## src/bwpm_pkg.sv

```systemverilog
// Constants and types for the board wake and power manager
package bwpm_pkg;
    localparam int CLK_HZ         = 20_000_000;
    localparam int SHORT_PRESS_MS = 4000;
    localparam int LONG_PRESS_MS  = 6000;
    localparam int BLINK_HALF_MS  = 500;
    localparam int SHORT_PRESS_CYC = SHORT_PRESS_MS * (CLK_HZ / 1000);
    localparam int LONG_PRESS_CYC  = LONG_PRESS_MS * (CLK_HZ / 1000);
    localparam int BLINK_HALF_CYC  = BLINK_HALF_MS * (CLK_HZ / 1000);
    localparam int PWM_BITS        = 8;
    localparam int SRC_BITS        = 4;

    typedef enum logic [1:0] {
        BWPM_S0,
        BWPM_S3,
        BWPM_S4,
        BWPM_S5
    } bwpm_state_t;

    // Wake source codes reported to firmware
    localparam logic [3:0] SRC_NONE  = 4'h0;
    localparam logic [3:0] SRC_PWRSW = 4'h1;
    localparam logic [3:0] SRC_RTC   = 4'h2;
    localparam logic [3:0] SRC_LAN   = 4'h3;
    localparam logic [3:0] SRC_USB   = 4'h4;
    localparam logic [3:0] SRC_PME   = 4'h5;
    localparam logic [3:0] SRC_WAKE  = 4'h6;
    localparam logic [3:0] SRC_SER   = 4'h7;
    localparam logic [3:0] SRC_KBD   = 4'h8;
endpackage

```

## src/bwpm_top.sv

```systemverilog
// Board power-state sequencer with wake sources, fans and indicators
`timescale 1ns/1ps
// Contract
// - In S0 every fan output is PWM driven at the FAN_DUTY setting.
// - In S3, S4 or S5 every fan output is off.
// - Each fan has a tach input and a PWM control output.
// - LAN wake request powers the system up.
// - USB activity wakes only from S3.
// - PME line wakes from S3/S4/S5 when its enable is on.
// - PCIe wake line wakes from S3/S4/S5 unconditionally.
// - Serial activity wakes only from S3.
// - Any key wakes from S3; only combo or power key from S4/S5.
// - Armed RTC alarm wakes from soft-off.
// - Rail fault forces immediate power-down.
// - Rail fault lights the red warning output.
// - Rail fault record survives power-down until firmware clears it.
// - Standby LED lit on standby; blinks from boot start to video after a power-switch wake.
// - In S3 power LED is amber or off for single colour.
// - In S0 short press sleeps, press over six seconds forces off.
module bwpm_top
    import bwpm_pkg::*;
#(
    parameter int NFAN        = 3,
    parameter int SHORT_CYC   = SHORT_PRESS_CYC,
    parameter int LONG_CYC    = LONG_PRESS_CYC,
    parameter int BLINK_CYC   = BLINK_HALF_CYC
)(
    input  wire logic              REF_CLK,
    input  wire logic              SYS_RST,
    input  wire logic              PWR_SW_N,
    input  wire logic              LAN_WAKE_N,
    input  wire logic              USB_ACT,
    input  wire logic              PME_N,
    input  wire logic              PCIE_WAKE_N,
    input  wire logic              SER_ACT,
    input  wire logic              KBD_ACT,
    input  wire logic              KBD_PWR_KEY,
    input  wire logic              RTC_ALARM,
    input  wire logic              RAIL_FAULT,
    input  wire logic [NFAN-1:0]   FAN_TACH,
    input  wire logic              PME_WAKE_EN,
    input  wire logic              RTC_ARMED,
    input  wire logic              SLEEP_REQ,
    input  wire logic              SLEEP_S4,
    input  wire logic              BOOT_START,
    input  wire logic              VIDEO_DONE,
    input  wire logic              FAULT_CLR,
    input  wire logic              LED_DUAL,
    input  wire logic [PWM_BITS-1:0] FAN_DUTY,
    output logic [NFAN-1:0]        FAN_PWM,
    output logic [NFAN-1:0]        FAN_TACH_SEEN,
    output logic                   PS_ON,
    output logic                   RED_LED,
    output logic                   STBY_LED,
    output logic                   PWR_LED_GREEN,
    output logic                   PWR_LED_AMBER,
    output logic                   FAULT_REC,
    output logic [SRC_BITS-1:0]    WAKE_SRC
);
    import bwpm_pkg::*;

    if (NFAN < 1 || SHORT_CYC < 1 || LONG_CYC <= SHORT_CYC ||
        BLINK_CYC < 1)
    begin : g_bad_param
        $error("bwpm_top: illegal parameters");
    end

    ////////////////////////////////////////////////////////////////////////
    // Input synchronisers
    localparam int NSYNC = 11 + NFAN;
    logic [NSYNC-1:0] s1_r;
    logic [NSYNC-1:0] s2_r;
    logic [NSYNC-1:0] raw;
    assign raw = {FAN_TACH, ~PWR_SW_N, ~LAN_WAKE_N, USB_ACT, ~PME_N,
                  ~PCIE_WAKE_N, SER_ACT, KBD_ACT, KBD_PWR_KEY, RTC_ALARM,
                  RAIL_FAULT, BOOT_START};
    always_ff @(posedge REF_CLK or posedge SYS_RST)
    begin
        if (SYS_RST)
        begin
            s1_r <= '0;
            s2_r <= '0;
        end
        else
        begin
            s1_r <= raw;
            s2_r <= s1_r;
        end
    end
    logic [NFAN-1:0] tach_s;
    logic sw_s, lan_s, usb_s, pme_s, pcie_s, ser_s, kbd_s, pkey_s;
    logic rtc_s, fault_s, boot_s;
    assign {tach_s, sw_s, lan_s, usb_s, pme_s, pcie_s, ser_s, kbd_s,
            pkey_s, rtc_s, fault_s, boot_s} = s2_r;

    ////////////////////////////////////////////////////////////////////////
    // Power state machine
    bwpm_state_t st_r, st_nxt;
    logic [31:0] press_r, press_nxt;
    logic sw_d_r, sw_d_nxt;
    logic long_done_r, long_done_nxt;
    logic fault_r, fault_nxt;
    logic [SRC_BITS-1:0] src_r, src_nxt;
    logic wake;
    logic [SRC_BITS-1:0] wsrc;
    logic sleeping;
    assign sleeping = (st_r != BWPM_S0);

    // Later tests override earlier ones: lowest priority first
    always_comb
    begin
        wsrc = SRC_NONE;
        if (sleeping)
        begin
            if (kbd_s && (st_r == BWPM_S3 || pkey_s))
                wsrc = SRC_KBD;
            if (ser_s && st_r == BWPM_S3)
                wsrc = SRC_SER;
            if (usb_s && st_r == BWPM_S3)
                wsrc = SRC_USB;
            if (pme_s && PME_WAKE_EN)
                wsrc = SRC_PME;
            if (pcie_s)
                wsrc = SRC_WAKE;
            if (lan_s)
                wsrc = SRC_LAN;
            if (rtc_s && RTC_ARMED && st_r == BWPM_S5)
                wsrc = SRC_RTC;
            if (sw_d_r && !sw_s && press_r < 32'(SHORT_CYC))
                wsrc = SRC_PWRSW;
        end
        wake = (wsrc != SRC_NONE);
    end

    always_comb
    begin
        st_nxt = st_r;
        sw_d_nxt = sw_s;
        press_nxt = sw_s ? ((press_r == 32'hFFFFFFFF) ? press_r
                            : press_r + 32'h1) : 32'h0;
        long_done_nxt = sw_s ? long_done_r : 1'b0;
        fault_nxt = fault_r;
        src_nxt = src_r;
        if (fault_s)
            fault_nxt = 1'b1;
        else if (FAULT_CLR)
            fault_nxt = 1'b0;
        if (fault_s)
            st_nxt = BWPM_S5;
        else if (sw_s && press_r >= 32'(LONG_CYC) && !long_done_r)
        begin
            st_nxt = BWPM_S5;
            long_done_nxt = 1'b1;
        end
        else if (st_r == BWPM_S0)
        begin
            if (sw_d_r && !sw_s && press_r < 32'(SHORT_CYC) && !long_done_r)
                st_nxt = BWPM_S3;
            else if (SLEEP_REQ)
                st_nxt = SLEEP_S4 ? BWPM_S4 : BWPM_S3;
        end
        else if (wake && !long_done_r)
        begin
            st_nxt = BWPM_S0;
            src_nxt = wsrc;
        end
    end

    always_ff @(posedge REF_CLK or posedge SYS_RST)
    begin
        if (SYS_RST)
        begin
            st_r <= BWPM_S5;
            press_r <= 32'h0;
            sw_d_r <= 1'b0;
            long_done_r <= 1'b0;
            fault_r <= 1'b0;
            src_r <= SRC_NONE;
        end
        else
        begin
            st_r <= st_nxt;
            press_r <= press_nxt;
            sw_d_r <= sw_d_nxt;
            long_done_r <= long_done_nxt;
            fault_r <= fault_nxt;
            src_r <= src_nxt;
        end
    end

    ////////////////////////////////////////////////////////////////////////
    // Fans, PWM and standby blink
    logic [PWM_BITS-1:0] pwm_cnt_r, pwm_cnt_nxt;
    logic [31:0] blk_cnt_r, blk_cnt_nxt;
    logic blk_ph_r, blk_ph_nxt;
    logic boot_r, boot_nxt;
    logic [NFAN-1:0] tach_d_r;
    logic [NFAN-1:0] seen_r, seen_nxt;
    logic [NFAN-1:0] pwm_nxt;

    always_comb
    begin
        pwm_cnt_nxt = pwm_cnt_r + 1'b1;
        blk_cnt_nxt = blk_cnt_r + 32'h1;
        blk_ph_nxt = blk_ph_r;
        if (blk_cnt_r >= 32'(BLINK_CYC - 1))
        begin
            blk_cnt_nxt = 32'h0;
            blk_ph_nxt = ~blk_ph_r;
        end
        boot_nxt = boot_r;
        if (st_r != BWPM_S0 || VIDEO_DONE)
            boot_nxt = 1'b0;
        else if (boot_s && src_r == SRC_PWRSW)
            boot_nxt = 1'b1;
        for (int i = 0; i < NFAN; i++)
        begin
            pwm_nxt[i] = (st_nxt == BWPM_S0) &&
                         (FAN_DUTY == '1 || pwm_cnt_nxt < FAN_DUTY);
            seen_nxt[i] = seen_r[i] | (tach_s[i] & ~tach_d_r[i]);
        end
        if (st_nxt != BWPM_S0)
            seen_nxt = '0;
    end

    always_ff @(posedge REF_CLK or posedge SYS_RST)
    begin
        if (SYS_RST)
        begin
            pwm_cnt_r <= '0;
            blk_cnt_r <= 32'h0;
            blk_ph_r <= 1'b0;
            boot_r <= 1'b0;
            tach_d_r <= '0;
            seen_r <= '0;
            FAN_PWM <= '0;
            FAN_TACH_SEEN <= '0;
            PS_ON <= 1'b0;
            RED_LED <= 1'b0;
            STBY_LED <= 1'b0;
            PWR_LED_GREEN <= 1'b0;
            PWR_LED_AMBER <= 1'b0;
            FAULT_REC <= 1'b0;
            WAKE_SRC <= SRC_NONE;
        end
        else
        begin
            pwm_cnt_r <= pwm_cnt_nxt;
            blk_cnt_r <= blk_cnt_nxt;
            blk_ph_r <= blk_ph_nxt;
            boot_r <= boot_nxt;
            tach_d_r <= tach_s;
            seen_r <= seen_nxt;
            FAN_PWM <= pwm_nxt;
            FAN_TACH_SEEN <= seen_nxt;
            PS_ON <= (st_nxt == BWPM_S0);
            RED_LED <= fault_nxt;
            STBY_LED <= boot_nxt ? blk_ph_nxt : 1'b1;
            PWR_LED_GREEN <= (st_nxt == BWPM_S0);
            PWR_LED_AMBER <= (st_nxt == BWPM_S3) && LED_DUAL;
            FAULT_REC <= fault_nxt;
            WAKE_SRC <= src_nxt;
        end
    end
endmodule

```

## config.mk

```make
export PLATFORM = sky130hd
export DESIGN_NAME = bwpm_top
export DESIGN_NICKNAME = d
export VERILOG_FILES = /design/src/bwpm_pkg.sv /design/src/bwpm_top.sv
export SDC_FILE = /design/constraint.sdc
export NUM_CORES = 1
export LEC_CHECK = 0
export ABC_AREA = 0
export BUFFER_PORTS_ARGS = -buffer_cell sky130_fd_sc_hd__buf_2
export CAP_MARGIN = 20
export CORE_ASPECT_RATIO = 1.5
export CORE_MARGIN = 2
export CORE_UTILIZATION = 54
export CTS_CLUSTER_SIZE = 12
export DETAILED_ROUTE_END_ITERATION = 8
export PLACE_DENSITY = 0.77
export SETUP_SLACK_MARGIN = 0.02
export SYNTH_ARGS = -nofsm -noshare
export SYNTH_HDL_FRONTEND = slang
export SYNTH_SLANG_ARGS = --single-unit
export TNS_END_PERCENT = 30
```

## constraint.sdc

```tcl
create_clock -name REF_CLK -period 4.3 [get_ports REF_CLK]
set_clock_uncertainty 0.1 [all_clocks]
set_input_delay 0.86 -clock REF_CLK [delete_from_list [all_inputs] [get_ports REF_CLK]]
set_output_delay 0.86 -clock REF_CLK [all_outputs]
set_load 0.05 [all_outputs]
```

# Yosys cells after proc, flatten, opt, wreduce, memory -nomap -nowiden
# Cells that the tools add are included.
# W data, S select, Z words.
# word_totals
ff_bits,121
in_bits,31
output_inout_bits,16
elab_cells,105
# classes
n_addsub,3
magnitude_cmp,4
eq_ne,7
mux,29
bitwise_logic,17
n_reduce_logical,27
# ops
op,count
$mux W32,3
$add A32 B1 Y32 const B,2
$mux W4,9
$eq A32 B32 Y1 const B,1
$ge A32 B24 Y1 const B,1
$ge A32 B27 Y1 const B,1
$lt A32 B27 Y1 const B,1
$logic_and A1 B1 Y1,15
$mux W2,7
$not A1 Y1,11
$mux W1,9
$add A8 B1 Y8 const B,1
$eq A8 B8 Y1 const B,1
$lt A8 B8 Y1,1
$reduce_bool A2 Y1,3
$eq A2 B1 Y1 const B,2
$eq A4 B1 Y1 const B,1
$logic_not A2 Y1,2
$reduce_and A4 Y1,1
$reduce_bool A4 Y1,1
$and A1 B1 Y1,3
$logic_or A1 B1 Y1,3
$mux W3,1
$or A1 B1 Y1,3
other kinds (3),4

# Longest topological paths before layout
# logic_depth
word_depth,20
mapped_depth,10
depth_no_buf,10

# Least setup slack after synthesis
# No wires, ideal clock.
# synth_path
path_type,register -> register
startpoint,register press_r[31]
endpoint,register WAKE_SRC[0]
arrival_time_ns,2.621
path_slack_ns,1.454
stages_incl_launch_ff,7
n_path_buf,1
period_less_slack_ns,2.846
path_cell_list,dfrtp_1 -> or4_4 -> or4_1 -> a41o_1 -> or4b_1 -> buf_2 -> mux2_4
# synth_via
elab_chain_len,7
word_cells_on_any_way,11
classes_between,order compare: 2; mux: 2; bitwise: 1; reduce/logical: 6
# synth_rtl
item,line,rtl
"start, declared",bwpm_top.sv:99,"logic [31:0] press_r, press_nxt;"
"start signal, assigned",bwpm_top.sv:183,press_r <= press_nxt;
$lt A32 B27 Y1,bwpm_top.sv:129,if (sw_d_r && !sw_s && press_r < 32'(SHORT_CYC))
$logic_and A1 B1 Y1,bwpm_top.sv:129,
$mux W4,bwpm_top.sv:129,
$mux W4,bwpm_top.sv:113,if (sleeping)
$reduce_bool A4 Y1,bwpm_top.sv:132,wake = (wsrc != SRC_NONE);
$logic_and A1 B1 Y1,bwpm_top.sv:162,else if (wake && !long_done_r)
$reduce_and A4 Y1 (no source line),-,
"end signal, assigned",bwpm_top.sv:262,WAKE_SRC <= src_nxt;
"end, declared",bwpm_top.sv:58,output logic [SRC_BITS-1:0] WAKE_SRC
# Parallel ways exist; a longest one is shown, timed or not.
# A chain may end at the register's enable or synchronous reset.

# Worst setup path in the final report
# layout_path
startpoint,register press_r[31]
endpoint,register WAKE_SRC[3]
# Same word-level chain as after synthesis.

==> impl_metrics.csv <==
group,metric,value,unit
power,comb_power_share,6.1,%
setup_path,cp_max_fo,5,
clock_network,htree_levels,4,
cells_and_area,fin_nets,615,
power,p_per_area,448,nW/um^2
setup_path,path_delay_family,"simple AND/OR/NAND/NOR gates",
yosys,synth_top_area_share,54.9,%
sta,finalWorstSetupSlack,1290,ps
drt,dr.pass1.iters,5,
setup_path,critPathSlowestCell,"or4b_1",
setup_path,r2r_cells,6,
power,swShare,22.4,%
placement,dp_slack,1310,ps
global_route,grt_max_degree,92,
power,p_int,2.23,mW
sta,tightest_slew,689,ps
die,core_area,9740,um^2
placement,hpwlAfterDp,7760,um
drt,wl_per_cell,16.0,um
setup_path,critical_path_depth,6,
clock_network,hold_buffers,0,
cells_and_area,final_cell_area,6430,um^2
yosys,synth_ff_type,"dfrtp_1",
setup_path,worst_setup_path_start_kind,"flip-flop",
global_route,grt_pass1_vias,4167,
yosys,netlist_area,5430,um^2
sta,slew_viol_final,0,
setup_path,critical_path_buf_inv_count,0,
cells_and_area,final_cell_mix,"dfrtp_1 (119), nor2_1 (46), buf_2 (46)",
sta,setup_viol,0,
global_route,grt_pass1_wl,19400,um
cells_and_area,antenna_cells,0,
cells_and_area,drive_gt1_share,15.7,%
global_route,overflow,0,
sta,hold_ws,247,ps
setup_path,critical_path.cell_chain,"or4_4, a2111oi_2, o311ai_0, nand4_1, or4b_1, mux2_4",
min_path,min_path_cells,0,
sta,rsz0062_at_grt,"false",
yosys,yosysSeqAreaShare,55.8,%
die,die_y,127,um
die,floorplan.initialDensity,55.7,%
setup_path,arrival,3210,ps
sta,hold_viol,0,
power,p_seq_share,41.7,%
yosys,syn_area_per_cell,10.6,um^2
yosys,ys_warn_count,0,
yosys,ys_types,54,
yosys,postSynthCellCount,513,
min_path,hold_class,"reg2reg",
yosys,synth-async-reset-ratio,100,%
clock_network,cts_buffer_depth,2,
clock_network,postCtsResizedCells,0,
placement,place.port_buffers,46,
drt,vias,3928,
clock_network,clkLatencyLatePin,410,ps
yosys,synth_largest_area_cell,"dfrtp_1",
die,dieWidth,85.9,um
drt,post-route-drc-count,0,
drt,wl,11200,um
clock_network,clk_pin_slew_worst_paths,60,ps
sta,period_minus_slack,3010,ps
yosys,synth_edf_count,0,
sta,worst_slew_margin_rel,53.7,%
power,switchingPower,647,uW
cells_and_area,nFillCells,735,
setup_path,cp-end-kind,"flip-flop",
status,status,"finished, final reports clean",
clock_network,clkSinkCount,121,
die,num_rows,44,
power,p_clk_share,52.2,%
sta,fmax,332,MHz
run,maxCapViolCount,0,
die,ios,47,
clock_network,cts_tree,"built",
power,p_leak,2.94,nW
cells_and_area,area_delta_synth_final,18.4,%
yosys,synth.area.top_cells,"dfrtp_1 (55%), xnor2_1 (5.3%), and2_1 (3.2%), nor2_1 (3.2%), nand3_1 (3.1%)",
sta,finalSetupTns,0,ps
drt,drtIter0Drc,273,
power,ir_worst_vdd,0.313,mV
die,dieArea,10900,um^2
clock_network,cts_buffers,17,
placement,dpl-instance-area,5800,um^2
sta,finalCritPeriodShare,70.1,%
setup_path,required,4490,ps
setup_path,max_stage_delay,600,ps
clock_network,root_buffer,"clkbuf_16",
yosys,synth.ff_latch_count,121,
cells_and_area,final_common_cell,"dfrtp_1",
clock_network,post_cts_buffers,0,
drt,vias_per_cell,5.60,
drt,ant_nets,0,
placement,place_congestion,0.868,
global_route,antenna_found_initial,0,
setup_path,critPathKind,"reg2reg",
global_route,grt_usage,22.9,%
-- registers in the layout (all words and copies together), names as in the netlist, 2 cells and up --
register	cells
blk_cnt_r	32
press_r	32
s1_r	14
s2_r	14
pwm_cnt_r	8
WAKE_SRC	4
seen_r	3
tach_d_r	3
st_r	2
-- synth_stat cells, drive strengths merged (3+ instances only) --
library cell and instances:
nand4 22, clkbuf 11, nand2b 6, nor2b 5, nor4b 3, and4 4, or4 3, xnor2 33
nand3 34, a31oi 4, or2 4, mux2 3, nor2 46, a21o 3, inv 29, nor4 8
a21oi 14, nand2 32, o21ai 13, nor3 13, xor2 19, buf 5, ha 11, and2 28
and3 5, dfrtp 119, o211ai 3, a2111oi 3, or3 3
-- final cells by class --
class / instances / area, um^2 / area share [%]
Clock buffer: 22 / 464 / 7.22
Inverter: 29 / 111 / 1.73
Sequential cell: 121 / 3030 / 47.1
Timing Repair Buffer: 50 / 273 / 4.24
Multi-Input combinational cell: 354 / 2240 / 34.8
Tap cell: 115 / 144 / 2.24
Clock inverter: 10 / 166 / 2.59
-- routing by layer --
metal	global-route usage (%)	vias up	wire, um
met2	40.2	87	6160
met1	25.6	1926	4400
met4	10.1	0	329
met5	0	-	0
met3	6.25	35	357
li1	-	1880	-
-- path summary, 6_finish.rpt --
path / start / end / slack [ps]
max reg2reg: press_r[31]$_DFFE_PP0P_ / WAKE_SRC[3]$_DFFE_PP0P_ / 1290
max in group asynchronous: SYS_RST / st_r[1]$_DFF_PP1_ / 2940
min: s1_r[0]$_DFF_PP0_ / s2_r[0]$_DFF_PP0_ / 250
max: press_r[31]$_DFFE_PP0P_ / WAKE_SRC[3]$_DFFE_PP0P_ / 1290
min reg2reg: s1_r[0]$_DFF_PP0_ / s2_r[0]$_DFF_PP0_ / 250
min in group asynchronous: SYS_RST / pwm_cnt_r[7]$_DFF_PP0_ / 350
-- kinds of logic after synthesis --
logic type,after synthesis,synth area share (%)
compound gates,58,7.24
other cells,1,0.0691
buf+inv,45,3.41
mux,5,1.20
fa+ha+maj,11,2.54
flops,121,55.8
simple gates,220,21.3
xor+xnor,52,8.39
-- stage by stage --
| step | std cells | total power [mW] | util, % |
|---|---|---|---|
| 2_1_floorplan | 520 | 1.34 | - |
| 3_3_place_gp | 669 | 1.39 | 59.5 |
| 3_5_place_dp | 669 | 1.40 | 59.5 |
| 4_1_cts | 701 | 2.90 | 66.0 |
| 5_1_grt | 701 | 2.98 | 66.0 |
| 6_report | 701 | 2.88 | 66.0 |
-- power by group through the flow --
stage / sequential, mW / combinational [mW] / clock [mW]
6_report: 1.20 / 0.175 / 1.50
5_1_grt: 1.21 / 0.194 / 1.58
4_1_cts: 1.20 / 0.178 / 1.52
3_5_place_dp: 1.22 / 0.176 / 0
3_3_place_gp: 1.22 / 0.171 / 0
2_1_floorplan: 1.25 / 0.0928 / 0
No activity file was read; power rests on OpenSTA's default activity.
